### src/design/ild_pkg.sv
package ild_pkg;

  // ---------------------------------------------------------------------------
  // Register map (channel addresses behind the indirect channel address)
  // ---------------------------------------------------------------------------
  localparam logic [7:0] ILD_ADDR_A_LOW  = 8'h00;
  localparam logic [7:0] ILD_ADDR_A_HIGH = 8'h01;
  localparam logic [7:0] ILD_ADDR_A_REL  = 8'h02;
  localparam logic [7:0] ILD_ADDR_A_CFG  = 8'h03;
  localparam logic [7:0] ILD_ADDR_B_LOW  = 8'h04;
  localparam logic [7:0] ILD_ADDR_B_HIGH = 8'h05;
  localparam logic [7:0] ILD_ADDR_B_REL  = 8'h06;
  localparam logic [7:0] ILD_ADDR_B_CFG  = 8'h07;
  localparam logic [7:0] ILD_PORT_STRIDE = 8'h04;

  // ---------------------------------------------------------------------------
  // External microport addresses and bits
  // ---------------------------------------------------------------------------
  localparam logic [2:0] ILD_EXT_SLEEP   = 3'h3;
  localparam logic [2:0] ILD_EXT_CHADDR  = 3'h6;
  localparam logic [2:0] ILD_EXT_DATA    = 3'h0;
  localparam int         ILD_SLEEP_ACCESS_BIT = 5;

  // ---------------------------------------------------------------------------
  // Widths, field positions and reset values
  // ---------------------------------------------------------------------------
  localparam int ILD_LEVEL_W = 10;
  localparam int ILD_COUNT_W = 20;
  localparam int ILD_CFG_W   = 5;
  localparam int ILD_DELAY_W = 3;
  localparam int ILD_CFG_POL_BIT   = 4;
  localparam int ILD_CFG_ILEAV_BIT = 3;
  localparam logic [ILD_LEVEL_W-1:0] ILD_LEVEL_RST = 10'h000;
  localparam logic [ILD_COUNT_W-1:0] ILD_COUNT_RST = 20'h00000;
  localparam logic [ILD_CFG_W-1:0]   ILD_CFG_RST   = 5'h00;

  typedef enum logic [1:0]
  {
    ILD_IDLE  = 2'b00,
    ILD_HELD  = 2'b01,
    ILD_DWELL = 2'b10
  } ild_state_t;

endpackage

### src/design/ild_port.sv
`timescale 1ns/1ns
module ild_port
#(
  parameter int LEVEL_W = ild_pkg::ILD_LEVEL_W,
  parameter int COUNT_W = ild_pkg::ILD_COUNT_W,
  parameter int DELAY_W = ild_pkg::ILD_DELAY_W
)
(
  // Clock and reset
  input  wire logic               core_clk,
  input  wire logic               reset,
  // Sample and settings
  input  wire logic [LEVEL_W-1:0] sample_top,
  input  wire logic [LEVEL_W-1:0] low_level,
  input  wire logic [LEVEL_W-1:0] high_level,
  input  wire logic [COUNT_W-1:0] release_count,
  input  wire logic [DELAY_W-1:0] delay_sel,
  // Detection result, delayed
  output logic                    level_indicator
);
  import ild_pkg::*;

  localparam int DEPTH = (1 << DELAY_W) - 1;

  ild_state_t         state_ff;
  ild_state_t         nxt_state;
  logic [COUNT_W-1:0] count_ff;
  logic [COUNT_W-1:0] nxt_count;
  logic [DEPTH-1:0]   delay_ff;

  wire low_met   = (sample_top <= low_level);
  wire high_met  = (sample_top >= high_level);
  wire enabled   = (release_count != '0);
  wire raw_active = (state_ff != ILD_IDLE);

  // ---------------------------------------------------------------------------
  // Excursion and dwell tracking
  // ---------------------------------------------------------------------------
  always_comb
  begin
    nxt_state = state_ff;
    nxt_count = count_ff;
    case (state_ff)
      ILD_IDLE:
      begin
        if (enabled && high_met)
          nxt_state = ILD_HELD;
      end
      ILD_HELD:
      begin
        // Between the thresholds the indicator stays set.
        if (low_met)
        begin
          nxt_state = ILD_DWELL;
          nxt_count = release_count;
        end
      end
      ILD_DWELL:
      begin
        if (!low_met)
        begin
          nxt_state = ILD_HELD;
          nxt_count = release_count;
        end
        else if (count_ff <= COUNT_W'(1))
          nxt_state = ILD_IDLE;
        else
          nxt_count = count_ff - COUNT_W'(1);
      end
      default: nxt_state = ILD_IDLE;
    endcase
    if (!enabled)
      nxt_state = ILD_IDLE;
  end

  always_ff @(posedge core_clk or posedge reset)
  begin
    if (reset)
    begin
      state_ff <= ILD_IDLE;
      count_ff <= '0;
      delay_ff <= '0;
    end
    else
    begin
      state_ff <= nxt_state;
      count_ff <= nxt_count;
      delay_ff <= {delay_ff[DEPTH-2:0], raw_active};
    end
  end

  // Tap zero is one flop; each step of the setting adds a cycle of latency.
  always_ff @(posedge core_clk or posedge reset)
  begin
    if (reset)
      level_indicator <= 1'b0;
    else
      level_indicator <= (delay_sel == '0) ? raw_active : delay_ff[delay_sel - 1'b1];
  end

endmodule

### src/design/ild_top.sv
`timescale 1ns/1ns
module ild_top
#(
  parameter bit CHIP_SELECT_ONE_SET = 1'b0
)
(
  // Clock and reset
  input  wire logic                              core_clk,
  input  wire logic                              reset,
  // Microport
  input  wire logic                              chip_select_zero_n,
  input  wire logic                              chip_select_one_n,
  input  wire logic                              wr_n,
  input  wire logic                              rd_n,
  input  wire logic [2:0]                        ext_addr,
  input  wire logic [31:0]                       wr_data,
  output logic [31:0]                            rd_data,
  // Converter samples, top mantissa bits
  input  wire logic [ild_pkg::ILD_LEVEL_W-1:0]   port_a_sample,
  input  wire logic [ild_pkg::ILD_LEVEL_W-1:0]   port_b_sample,
  // Input enable pins
  input  wire logic                              port_a_input_enable,
  input  wire logic                              port_b_input_enable,
  // Level indicator pins
  output logic                                   port_a_indicator_first,
  output logic                                   port_a_indicator_second,
  output logic                                   port_b_indicator_first,
  output logic                                   port_b_indicator_second
);
  import ild_pkg::*;

  localparam int NP = 2;

  // ---------------------------------------------------------------------------
  // Pin synchronisers
  // ---------------------------------------------------------------------------
  // Strobes and enables come from outside; two flops before any logic.
  logic [5:0] meta_ff;
  logic [5:0] sync_ff;
  logic       wr_seen_ff;
  logic       rd_seen_ff;

  always_ff @(posedge core_clk or posedge reset)
  begin
    if (reset)
    begin
      meta_ff <= 6'h3f;
      sync_ff <= 6'h3f;
    end
    else
    begin
      meta_ff <= {chip_select_zero_n, chip_select_one_n, wr_n, rd_n,
                  port_a_input_enable, port_b_input_enable};
      sync_ff <= meta_ff;
    end
  end

  wire cs_zero_s = ~sync_ff[5];
  wire cs_one_s  = ~sync_ff[4];
  wire wr_s      = ~sync_ff[3];
  wire rd_s      = ~sync_ff[2];
  wire [NP-1:0] ien_s = {sync_ff[0], sync_ff[1]};

  // The twin instance for the second port pair sets CHIP_SELECT_ONE_SET.
  wire selected  = CHIP_SELECT_ONE_SET ? cs_one_s : cs_zero_s;
  wire wr_pulse  = selected && wr_s && !wr_seen_ff;
  wire rd_pulse  = selected && rd_s && !rd_seen_ff;

  // Address and data are taken on the first clock of the synchronised strobe,
  // so the bus must hold them for three clocks after the strobe is asserted.
  // ---------------------------------------------------------------------------
  // Microport registers
  // ---------------------------------------------------------------------------
  logic       access_ff;
  logic [7:0] chaddr_ff;

  logic [ILD_LEVEL_W-1:0] low_ff   [NP];
  logic [ILD_LEVEL_W-1:0] high_ff  [NP];
  logic [ILD_COUNT_W-1:0] rel_ff   [NP];
  logic [ILD_CFG_W-1:0]   cfg_ff   [NP];

  wire wr_sleep  = wr_pulse && (ext_addr == ILD_EXT_SLEEP);
  wire wr_chaddr = wr_pulse && (ext_addr == ILD_EXT_CHADDR);
  wire wr_chan   = wr_pulse && (ext_addr == ILD_EXT_DATA) && access_ff;

  always_ff @(posedge core_clk or posedge reset)
  begin
    if (reset)
    begin
      wr_seen_ff <= 1'b0;
      rd_seen_ff <= 1'b0;
      access_ff  <= 1'b0;
      chaddr_ff  <= 8'h00;
    end
    else
    begin
      wr_seen_ff <= selected && wr_s;
      rd_seen_ff <= selected && rd_s;
      if (wr_sleep)
        access_ff <= wr_data[ILD_SLEEP_ACCESS_BIT];
      if (wr_chaddr)
        chaddr_ff <= wr_data[7:0];
    end
  end

  logic [NP-1:0] ind_raw;
  logic [NP-1:0] pin_first;
  logic [NP-1:0] pin_second;

  genvar p;
  generate
    for (p = 0; p < NP; p++)
    begin : g_port
      localparam logic [7:0] BASE = ILD_PORT_STRIDE * 8'(p);
      wire hit_low  = wr_chan && (chaddr_ff == BASE + ILD_ADDR_A_LOW);
      wire hit_high = wr_chan && (chaddr_ff == BASE + ILD_ADDR_A_HIGH);
      wire hit_rel  = wr_chan && (chaddr_ff == BASE + ILD_ADDR_A_REL);
      wire hit_cfg  = wr_chan && (chaddr_ff == BASE + ILD_ADDR_A_CFG);

      always_ff @(posedge core_clk or posedge reset)
      begin
        if (reset)
        begin
          low_ff[p]  <= ILD_LEVEL_RST;
          high_ff[p] <= ILD_LEVEL_RST;
          rel_ff[p]  <= ILD_COUNT_RST;
          cfg_ff[p]  <= ILD_CFG_RST;
        end
        else
        begin
          if (hit_low)
            low_ff[p] <= wr_data[ILD_LEVEL_W-1:0];
          if (hit_high)
            high_ff[p] <= wr_data[ILD_LEVEL_W-1:0];
          if (hit_rel)
            rel_ff[p] <= wr_data[ILD_COUNT_W-1:0];
          if (hit_cfg)
            cfg_ff[p] <= wr_data[ILD_CFG_W-1:0];
        end
      end

      ild_port u_port
      (
        .core_clk        (core_clk),
        .reset           (reset),
        .sample_top      ((p == 0) ? port_a_sample : port_b_sample),
        .low_level       (low_ff[p]),
        .high_level      (high_ff[p]),
        .release_count   (rel_ff[p]),
        .delay_sel       (cfg_ff[p][ILD_DELAY_W-1:0]),
        .level_indicator (ind_raw[p])
      );

      wire pol   = cfg_ff[p][ILD_CFG_POL_BIT];
      wire ileav = cfg_ff[p][ILD_CFG_ILEAV_BIT];
      // Interleaved: idle pin shows inactive; single: second is complement.
      wire act_first  = ileav ? (ind_raw[p] && !ien_s[p]) : ind_raw[p];
      wire act_second = ileav ? (ind_raw[p] &&  ien_s[p]) : !ind_raw[p];
      assign pin_first[p]  = act_first ^ pol;
      assign pin_second[p] = act_second ^ pol;
    end
  endgenerate

  // ---------------------------------------------------------------------------
  // Read path
  // ---------------------------------------------------------------------------
  wire          rd_port = chaddr_ff[2];
  wire [1:0]    rd_sel  = chaddr_ff[1:0];
  wire          rd_hit  = access_ff && (chaddr_ff < 2 * ILD_PORT_STRIDE);
  logic [31:0]  rd_word;

  always_comb
  begin
    rd_word = 32'h00000000;
    if (ext_addr == ILD_EXT_CHADDR)
      rd_word = {24'h000000, chaddr_ff};
    else if (ext_addr == ILD_EXT_SLEEP)
      rd_word = 32'(access_ff) << ILD_SLEEP_ACCESS_BIT;
    else if (ext_addr == ILD_EXT_DATA && rd_hit)
    begin
      case (rd_sel)
        2'h0:    rd_word = 32'(low_ff[rd_port]);
        2'h1:    rd_word = 32'(high_ff[rd_port]);
        2'h2:    rd_word = 32'(rel_ff[rd_port]);
        2'h3:    rd_word = 32'(cfg_ff[rd_port]);
        default: rd_word = 32'h00000000;
      endcase
    end
  end

  // ---------------------------------------------------------------------------
  // Output flops
  // ---------------------------------------------------------------------------
  always_ff @(posedge core_clk or posedge reset)
  begin
    if (reset)
    begin
      rd_data                 <= 32'h00000000;
      port_a_indicator_first  <= 1'b0;
      port_a_indicator_second <= 1'b0;
      port_b_indicator_first  <= 1'b0;
      port_b_indicator_second <= 1'b0;
    end
    else
    begin
      if (rd_pulse)
        rd_data <= rd_word;
      port_a_indicator_first  <= pin_first[0];
      port_a_indicator_second <= pin_second[0];
      port_b_indicator_first  <= pin_first[1];
      port_b_indicator_second <= pin_second[1];
    end
  end

endmodule

### config.mk
export PLATFORM = sky130hd
export DESIGN_NAME = ild_top
export DESIGN_NICKNAME = d
export VERILOG_FILES = /design/src/design/ild_pkg.sv /design/src/design/ild_port.sv /design/src/design/ild_top.sv
export SDC_FILE = /design/constraint.sdc
export NUM_CORES = 1
export LEC_CHECK = 0
export BUFFER_PORTS_ARGS = -buffer_cell sky130_fd_sc_hd__buf_2
export CAP_MARGIN = 20
export CORE_ASPECT_RATIO = 0.6
export CORE_MARGIN = 4
export CORE_UTILIZATION = 45
export DETAILED_ROUTE_END_ITERATION = 8
export MAX_ROUTING_LAYER = met4
export PLACE_DENSITY = 0.71
export SLEW_MARGIN = 40
export SYNTH_ARGS = -nofsm -noshare
export SYNTH_HDL_FRONTEND = slang
export SYNTH_HIERARCHICAL = 1
export SYNTH_SLANG_ARGS = --single-unit
### constraint.sdc
create_clock -name core_clk -period 5.7 [get_ports core_clk]
set_input_delay 1.14 -clock core_clk [delete_from_list [all_inputs] [get_ports core_clk]]
set_output_delay 1.14 -clock core_clk [all_outputs]
set_load 0.01 [all_outputs]
# [After elaboration in Yosys (flattened, before gate mapping)]
# Index checks and enable logic that the tools add are counted.
[totals] output_inout_bits=36 register_bits=209 input_bits=63
[op_classes] muxes=46 n_addsub=4 eq_ne=26 order_cmp=10 bitwise_logic=8 reduce_logical=47
[op_table] operator="20-bit 2-to-1 mux" n=9
[op_table] operator="32-bit case mux with 4 select lines" n=1
[op_table] operator="32-bit 2-to-1 mux" n=3
[op_table] operator="20-bit case mux with 2 select lines" n=2
[op_table] operator="10-bit 2-to-1 mux" n=6
[op_table] operator="20-bit by 1-bit <= comparator with 1-bit output (second input constant)" n=2
[op_table] operator="20-bit nonzero test" n=2
[op_table] operator="20-bit by 1-bit subtractor with 20-bit output (second input constant)" n=2
[op_table] operator="8-bit by 3-bit equality test with 1-bit output (second input constant)" n=4
[op_table] operator="1-bit logical AND" n=24
[op_table] operator="10-bit greater-or-equal comparator" n=2
[op_table] operator="10-bit <= comparator" n=2
[op_table] operator="2-bit 2-to-1 mux" n=10
[op_table] operator="8-bit by 2-bit equality test with 1-bit output (second input constant)" n=2
[op_table] operator="5-bit 2-to-1 mux" n=3
[op_table] operator="3-bit != test (second input constant)" n=4
[op_table] operator="2-bit case mux with 3 select lines" n=2
[op_table] operator="3-bit AND reduction" n=4
[op_table] operator="3-bit logical NOT" n=3
[op_table] operator="2-bit equality test (second input constant)" n=4
[op_table] operator="8-bit by 1-bit equality test with 1-bit output (second input constant)" n=1
[op_table] operator="8-bit logical NOT" n=1
[op_table] operator="3-bit by 4-bit less-than comparator with 1-bit output (second input constant)" n=2
[op_table] operator="8-bit by 4-bit less-than comparator with 1-bit output (second input constant)" n=1
[op_table] operator="16 further kinds" n=45

# [Depth between registers and ports, before layout]
# Gate-level depths: netlist of the first run.
[depth] ltp_word=8 mapped_depth=11 depth_no_buf=9

# [Cells and area by module]
# Netlist of the first run, hierarchy kept.
[modules_own_cells] mod="ild_top" area_each_um2=5854.4 instances=1 cells_each=405 seq_area_each_um2=3390.8
[modules_own_cells] mod="ild_port" area_each_um2=2403.6 instances=2 cells_each=272 seq_area_each_um2=750.7

# [Worst setup path after synthesis of the first run]
# OpenSTA, ideal clock, no wires.
[synth_timing] path_type="input port to flip-flop" start="input port_a_sample[5] in the netlist's numbering" end="register g_port[0].u_port.count_ff[2]" cell_stages=10 arrival_ns=2.973 setup_time_ns=0.127 path_buffers=2 path_slack_ns=2.600 cell_sequence="ha_1 nand4_1 a211oi_2 nor2_1 a31o_1 buf_2 mux2_4 buf_2 a211oi_1 a21oi_1"
[synth_between] elab_chain_cells=3
[synth_lines] element="start: declaration" line_no="ild_top.sv:19" rtl="input wire logic [ild_pkg::ILD_LEVEL_W-1:0] port_a_sample,"
[synth_lines] element="10-bit <= comparator *" line_no="ild_port.sv:31" rtl="wire low_met = (sample_top <= low_level);"
[synth_lines] element="3-bit != test (no line), or another cell as far along"
[synth_lines] element="3-bit AND reduction (no line) / 20-bit case mux with 2 select lines (equally long branches)"
[synth_lines] element="end signal: assignment" line_no="ild_port.sv:87" rtl="count_ff <= nxt_count;"
[synth_lines] element="end: declaration" line_no="ild_port.sv:27" rtl="logic [COUNT_W-1:0] count_ff;"
# Mark *: on every way between the ends. The rest lies on a longest branch, timed or not.
# A chain may end at the register's enable or synchronous reset.

# [Worst setup path in the final report of the first run]
[layout_timing] start="input port_b_sample[9] in the netlist's numbering" end="register g_port[1].u_port.count_ff[15]"
[layout_between] elab_chain_cells=3
[layout_lines] element="start: declaration" line_no="ild_top.sv:20" rtl="input wire logic [ild_pkg::ILD_LEVEL_W-1:0] port_b_sample,"
[layout_lines] element="10-bit <= comparator *" line_no="ild_port.sv:31"
[layout_lines] element="3-bit != test (no line), or another cell as far along"
[layout_lines] element="3-bit AND reduction (no line) / 20-bit case mux with 2 select lines (equally long branches)"
[layout_lines] element="end signal: assignment" line_no="ild_port.sv:87"
[layout_lines] element="end: declaration" line_no="ild_port.sv:27"
# Marks and branches as above.

==> out/results.txt, run 1 <==
status -> completed
sw frac -> 30.8%
Seq/Total Area, Yosys -> 45.9%
share of the clock period used by the worst path -> 54.6%
power per cell area -> 297 nW/um^2
grt ovf -> 0
GRT Util Overall -> 21.6%
cts repair resizes -> 0
number of distinct library cells after synthesis -> 69
sequential power share -> 47.2%
number of flops mapped to enable cells by yosys -> 0
clock share of power -> 35.2%
core box area -> 23200 um^2
CP max stage delay -> 0.47 ns
vias per cell -> 5.83
category of the most critical setup path -> in -> reg
hold-fix buffer count after cts -> 0
largest net degree at the start of global routing -> 65
Final Slew Violations -> 0
Worst Path Arrival -> 3.47 ns
H-Tree Depth -> 4
Die ar. -> 26300 um^2
number of synthesized register bits -> 195
Avg Inst Size Synth -> 11.2 um^2
post-route cell area -> 11900 um^2
mean routed wirelength per cell -> 20.0 um
Initial Util -> 46.0%
first-pass GRT wire length -> 43100 um
gpl congestion -> 0.929
Sink Count -> 195
final setup fails -> 0
Sequential Area -> 4890 um^2
Pre-antenna DRT Iters -> 5
MaxCap Viol Count -> 0
CP max FO -> 16
layout cells sized above 1 -> 26.8%
CP Cell Sequence -> buf_2 > ha_1 > nand4_1 > nor3_1 > a31o_1 > mux2i_4 > nand2_4 > a2bb2oi_1
mapped cell area -> 10700 um^2
combinational share of power -> 17.6%
critical path launch point type -> input pin
Pint -> 2.44 mW
Yosys Warn Count -> 6
cell count after synthesis -> 949
Initial DRC Count -> 757
Pleak -> 5.52 nW
Row Count -> 43
fin util -> 51.2%
vias in the first global route -> 7601
Die Span Y -> 127 um
Layout area overhead -> 11.3%
Via Count -> 7830
Top Ports -> 99
CTS tree -> built
Worst Path Required -> 6.05 ns
Peak supply drop -> 198 uV
setup_tns -> 0 ns
root buffer cell -> clkbuf_16
DRT antenna net count -> 0
IO buf count -> 73
Final Hold Fails -> 0
Final nets -> 1125
TritonCTS Buffers -> 17
Layout fillers -> 2060
ys flop type -> dfrtp_1
antenna violations before repair -> 0
clk slew on worst S/H paths -> 0.07 ns
Tmin final -> 3.11 ns
slowest CP cell -> mux2i_4
Worst slew margin -> 55.1%
Max Root-Sink Buffers -> 2
placed cell areas -> 11300 um^2
RSZ-0062 raised after global routing -> no
Layout Skew -> 0.00947 ns
Worst Tran Pin Value -> 0.673 ns
f_max -> 321 MHz
Remaining DRCs -> 0
CP endpoint kind -> register
Synth async-reset ratio -> 100%
Hold Path Class -> reg -> reg
Total Routed Length -> 26900 um
area of the multi-input gates -> 5330 um^2
Die W -> 207 um
later-pin clock latency in the skew report -> 0.43 ns
Post-CTS Setup Bufs -> 0
dpl hpwl -> 19700 um
switching power total -> 1.09 mW
-- final cells by class --
cell class,instances,area share (%)
antenna,1,0.0211
clock buffer,20,3.85
clock inverter,12,1.23
inverter,55,1.76
multi-input combinational,663,44.9
sequential,195,41.2
tap,315,3.32
timing repair buffer,82,3.68
-- cells by family after synthesis --
logic type / after synthesis / share of synthesized area, %
AND/OR/NAND/NOR: 250 / 13.5
flip-flops: 195 / 45.9
multiplexers: 179 / 19.7
AO/OA/AOI/OAI: 168 / 10.2
buffers and inverters: 102 / 4.49
adder cells (fa/ha/maj): 48 / 5.63
XOR/XNOR: 6 / 0.493
other: 1 / 0.0352
-- power groups by stage --
| stage | Sequential, mW | Combinational [mW] | Clock (mW) |
|---|---|---|---|
| after global placement | 1.68 | 0.600 | 0 |
| after global routing | 1.68 | 0.694 | 1.32 |
| final | 1.66 | 0.619 | 1.24 |
| after detailed placement | 1.68 | 0.614 | 0 |
| after CTS | 1.66 | 0.617 | 1.26 |
| after floorplan | 1.62 | 0.499 | 0 |
-- placed cells by master (no fill, tap or decap), types with 6 or more instances in the layout --
master     Yosys  routed
nor4_1        14      14
nor2b_1        6       6
a211oi_1      21      21
a22oi_1       12      12
mux2i_1       61      61
nand2b_1       7       7
nor3_1        26      26
nand4_1       10      10
ha_1          48      48
a21oi_1       54      54
mux2_2       101     101
nor2_1        44      44
a311oi_1       8       8
nand2_1       58      58
conb_1         1      12
o21ai_0       26      26
nand3_1       28      28
inv_1         53      52
buf_4         14       8
a21o_1         6       6
dfrtp_1      185     184
buf_2         17      73
clkbuf_16      0      17
dfstp_2       10      10
o21ai_1        8       8
mux4_2        12      12
-- cell usage after synthesis (5+ instances only) --
cell / instances / share of area [%]
nand4_1: 10 / 0.59
dfstp_2: 10 / 2.5
buf_4: 14 / 0.99
mux2_2: 101 / 11
clkbuf_1: 10 / 0.35
ha_1: 48 / 5.6
a211oi_1: 21 / 1.5
mux2i_1: 61 / 5.7
or3_1: 6 / 0.35
inv_1: 53 / 1.9
nand2_1: 58 / 2.0
nor3_1: 26 / 1.2
a21o_1: 6 / 0.42
o21ai_1: 8 / 0.38
nand2b_1: 7 / 0.41
a2bb2oi_1: 5 / 0.41
nand3_1: 28 / 1.3
mux4_2: 12 / 2.5
buf_2: 17 / 0.80
nor2_1: 44 / 1.5
nor4_1: 14 / 0.82
dfrtp_1: 185 / 43
a311oi_1: 8 / 0.66
a22oi_1: 12 / 0.85
o21ai_0: 26 / 1.2
nor2b_1: 6 / 0.35
a21oi_1: 54 / 2.5
nor4_4: 5 / 1.0
or4_1: 5 / 0.35
-- flip-flops by register name, indices dropped and copies added, names as in the netlist --
register,flops
rd_data,20
g_port.u_port/level_indicator,2
wr_seen_ff,1
port_b_indicator_first,1
port_a_indicator_second,1
access_ff,1
meta_ff,5
high_ff,20
chaddr_ff,8
low_ff,20
rel_ff,40
cfg_ff,10
g_port.u_port/delay_ff,14
port_b_indicator_second,1
sync_ff,5
rd_seen_ff,1
port_a_indicator_first,1
g_port.u_port/state_ff,4
g_port.u_port/count_ff,40
-- layer usage --
metal	vias up	GRT usage [%]	wire, um
met1	3942	33.6	13500
li1	3625	-	-
met4	0	3.34	173
met3	17	5.20	1970
met2	246	29.2	11200
met5	-	-	0
-- critical path: cells and delay by family --
family          cells  cell delay, ns
simple gates        3            0.78
compound gates      2            0.65
mux                 1            0.47
fa+ha+maj           1            0.30
buf+inv             1            0.12
-- stage by stage --
step | cells | hold WS (ns) | power (mW) | worst slack, ns
finish | 1343 | 0.358 | 3.52 | 2.59
global route | 1342 | 0.362 | 3.69 | 2.45
CTS | 1342 | 0.359 | 3.53 | 2.66
detailed placement | 1310 | 0.349 | 2.30 | 2.19
global placement | 1310 | 0.346 | 2.28 | 2.28
floorplan | 960 | 0.345 | 2.12 | 0.965
-- worst paths after layout --
path / slack, ns / cells after the start / to / startpoint
min in group asynchronous: 0.72 / 2 / rd_data[18] / reset
max in group asynchronous: 4.06 / 3 / chaddr_ff[1] / reset
hold reg to reg: 0.36 / 0 / sync_ff[1] / meta_ff[1]
hold / removal: 0.36 / 0 / sync_ff[1] / meta_ff[1]
setup / recovery: 2.59 / 8 / g_port[1].u_port/count_ff[15] / port_b_sample[9]
setup reg to reg: 2.90 / 8 / g_port[1].u_port/count_ff[15] / low_ff[4]
Note: power is estimated with default switching activity, not from simulation.
==> inputs of run 2 (changes only) <==
--- a/config.mk
+++ b/config.mk
@@ -5,6 +5,7 @@
 export SDC_FILE = /design/constraint.sdc
 export NUM_CORES = 1
 export LEC_CHECK = 0
+export ABC_AREA = 1
 export BUFFER_PORTS_ARGS = -buffer_cell sky130_fd_sc_hd__buf_2
 export CAP_MARGIN = 20
 export CORE_ASPECT_RATIO = 0.6
@@ -12,7 +13,7 @@
 export CORE_UTILIZATION = 45
 export DETAILED_ROUTE_END_ITERATION = 8
 export MAX_ROUTING_LAYER = met4
-export PLACE_DENSITY = 0.71
+export PLACE_DENSITY = 0.73
 export SLEW_MARGIN = 40
 export SYNTH_ARGS = -nofsm -noshare
 export SYNTH_HDL_FRONTEND = slang
==> constraint.sdc (replaced) <==
create_clock -name core_clk -period 2.5 [get_ports core_clk]
set_input_delay 0.5 -clock core_clk [delete_from_list [all_inputs] [get_ports core_clk]]
set_output_delay 0.5 -clock core_clk [all_outputs]
set_load 0.01 [all_outputs]
==> out/results.txt, run 2 <==
mapped cell area -> 11600 um^2 (was 10700 um^2)
status -> completed (unchanged)
f_max -> 430 MHz
final setup fails -> 0 (unchanged)
CTS tree -> built (unchanged)
Total Power -> 8.04 mW (was 3.52 mW)
dpl hpwl -> 22900 um (was 19700 um)
largest net degree at the start of global routing -> 76 (was 65)
Post-CTS Setup Bufs -> 0 (unchanged)
Peak supply drop -> 453 uV (was 198 uV)
most common cell in the netlist -> nand2_1 (was dfrtp_1)
final non-filler cell total -> 1917 (was 1343)
mean routed wirelength per cell -> 16.1 um (was 20.0 um)
vias per cell -> 5.25 (was 5.83)
DRT antenna net count -> 0 (unchanged)
most frequent cells in the layout -> nand2_1, dfrtp_1, inv_1, nor2_1, nand3_1 (was dfrtp_1, mux2_2, buf_2, mux2i_1, nand2_1)
placed cell count -> 1884 (was 1310)
Worst slew margin -> 55.4% (was 55.1%)
Via Count -> 10100 (was 7830)
top cells by count, synth -> nand2_1, dfrtp_1, inv_1 (was dfrtp_1, mux2_2, mux2i_1)
Pre-antenna DRT Iters -> 6 (was 5)
vias in the first global route -> 9248 (was 7601)
Max Root-Sink Buffers -> 2 (unchanged)
category of the most critical setup path -> reg -> reg (was in -> reg)
cts repair resizes -> 0 (unchanged)
Initial DRC Count -> 1248 (was 757)
Row Count -> 45 (was 43)
Initial Util -> 45.8% (was 46.0%)
Layout fillers -> 2363 (was 2060)
clk slew on worst S/H paths -> 0.08 ns (was 0.07 ns)
root buffer cell -> clkbuf_16 (unchanged)
core box area -> 25300 um^2 (was 23200 um^2)
number of synthesized register bits -> 195 (unchanged)
final worst-path setup slack -> 0.172 ns (was 2.59 ns)
IO buf count -> 73 (unchanged)
Worst Path Required -> 2.89 ns (was 6.05 ns)
share of the clock period used by the worst path -> 93.1%
first-pass GRT wire length -> 50100 um (was 43100 um)
ys flop type -> dfrtp_1 (unchanged)
Pleak -> 6.74 nW (was 5.52 nW)
antenna violations before repair -> 0 (unchanged)
setup_tns -> 0 ns (unchanged)
area of the multi-input gates -> 5570 um^2 (was 5330 um^2)
TritonCTS Buffers -> 17 (unchanged)
RSZ-0062 raised after global routing -> no (unchanged)
Avg Inst Size Synth -> 7.66 um^2 (was 11.2 um^2)
Synth async-reset ratio -> 100% (unchanged)
Yosys top cell area share -> 40.0% (was 43.4%)
critical path launch point type -> register (was input pin)
Largest regs -> g_port.u_port/count_ff (40), rel_ff (40) (unchanged)
fin util -> 50.5% (was 51.2%)
hold-fix buffer count after cts -> 0 (unchanged)
commonest non-fill, non-tap cell in the layout -> nand2_1 (was dfrtp_1)
Sink Count -> 195 (unchanged)
top post-synthesis cells by area -> dfrtp_1, nand2_1, inv_1 (was dfrtp_1, mux2_2, mux2i_1)
later-pin clock latency in the skew report -> 0.45 ns (was 0.43 ns)
number of flops mapped to enable cells by yosys -> 0 (unchanged)
grt ovf -> 0 (unchanged)
Layout area overhead -> 10.3% (was 11.3%)
Die ar. -> 28400 um^2 (was 26300 um^2)
post-route cell area -> 12800 um^2 (was 11900 um^2)
Final Slew Violations -> 0 (unchanged)
CP max FO -> 20 (was 16)
MaxCap Viol Count -> 0 (unchanged)
Die Span Y -> 132 um (was 127 um)
Worst Path Arrival -> 2.72 ns (was 3.47 ns)
pre-CTS WS -> 0.103 ns (was 2.19 ns)
Layout Skew -> 0.0129 ns (was 0.00947 ns)
Total Routed Length -> 30800 um (was 26900 um)
Remaining DRCs -> 0 (unchanged)
WHS -> 0.140 ns (was 0.358 ns)
Worst Tran Pin Value -> 0.667 ns (was 0.673 ns)
CP endpoint kind -> register (unchanged)
power per cell area -> 630 nW/um^2 (was 297 nW/um^2)
H-Tree Depth -> 4 (unchanged)
Top Ports -> 99 (unchanged)
gpl congestion -> 0.964 (was 0.929)
Final nets -> 1685 (was 1125)
GRT Util Overall -> 22.5% (was 21.6%)
number of distinct library cells after synthesis -> 39 (was 69)
Hold Path Class -> in -> reg (was reg -> reg)
Seq/Total Area, Yosys -> 42.3% (was 45.9%)
Die W -> 215 um (was 207 um)
layout cells sized above 1 -> 14.7% (was 26.8%)
Synth area leader -> dfrtp_1 (unchanged)
Yosys Warn Count -> 6 (unchanged)
Tmin final -> 2.33 ns
cell count after synthesis -> 1511 (was 949)
placed cell areas -> 12200 um^2 (was 11300 um^2)
Final Hold Fails -> 0 (unchanged)
Sequential Area -> 4890 um^2 (unchanged)
run 2: cell types whose count changed after synthesis, moves of 51 or more:
cell | before | now
nand2_1 | 58 | 456
inv_1 | 53 | 179
mux2_2 | 101 | 0
nor2_1 | 44 | 134
nand3_1 | 28 | 111
mux2i_1 | 61 | 10
run 2: path summary, 6_finish.rpt:
path | startpoint | to | slack (ns) | cells past startpoint
worst min register to register | meta_ff[2] | sync_ff[2] | 0.36 | 0
worst max register to register | low_ff[9] | g_port[1].u_port/count_ff[16] | 0.17 | 12
max in group asynchronous | reset | meta_ff[5] | 1.89 | 3
worst max-delay path | low_ff[9] | g_port[1].u_port/count_ff[16] | 0.17 | 12
min in group asynchronous | reset | rel_ff[33] | 0.17 | 3
worst min-delay path | wr_n | meta_ff[3] | 0.14 | 1
run 2: critical path: stages (launching register included):
cell     delay, ns
dfrtp_1       0.45
inv_1         0.09
ha_1          0.31
nand2_1       0.08
nor2_1        0.18
nand3_1       0.09
nand3_1       0.09
nand2_1       0.18
nand2_1       0.13
nand2_2       0.06
nand2_2       0.39
nand3_1       0.13
nand2_1       0.09
run 2: logic make-up (layout without fill, tap and decap cells):
family                     count (synthesis)  count (layout)  share of synthesized area, %
AOI/OAI and AO/OA                        183             183                          9.36
adders and majority gates                 48              48                          5.19
DFF                                      195             195                          42.3
buffers and inverters                    249             314                          9.98
other                                      1              13                        0.0324
muxes                                     10              10                         0.865
and+or+nand+nor                          797             797                          30.2
xor gates and xnor gates                  28              28                          2.12
run 2: layout make-up:
class | instances | share of cell area [%]
antenna | 1 | 0.0196
clock buffer | 18 | 3.44
clock inverter | 14 | 1.23
inverter | 184 | 5.44
multi-input combinational | 1078 | 43.6
sequential | 195 | 38.3
tap | 329 | 3.22
timing repair buffer | 98 | 4.72
run 2: report_power, final:
| group | leakage [nW] | internal [mW] | total, mW | switching (mW) |
|---|---|---|---|---|
| logic | 3.80 | 0.585 | 1.73 | 1.14 |
| registers | 2.64 | 3.36 | 3.54 | 0.181 |
| clock network | 0.290 | 1.37 | 2.77 | 1.40 |
run 2: routing by layer:
metal	track usage, %	part of all wire (%)	up-vias
met1	35.2	50	4683
met5	-	0	-
met2	29.6	40	427
met4	4.04	0.94	0
li1	-	-	4931
met3	5.20	9.0	30
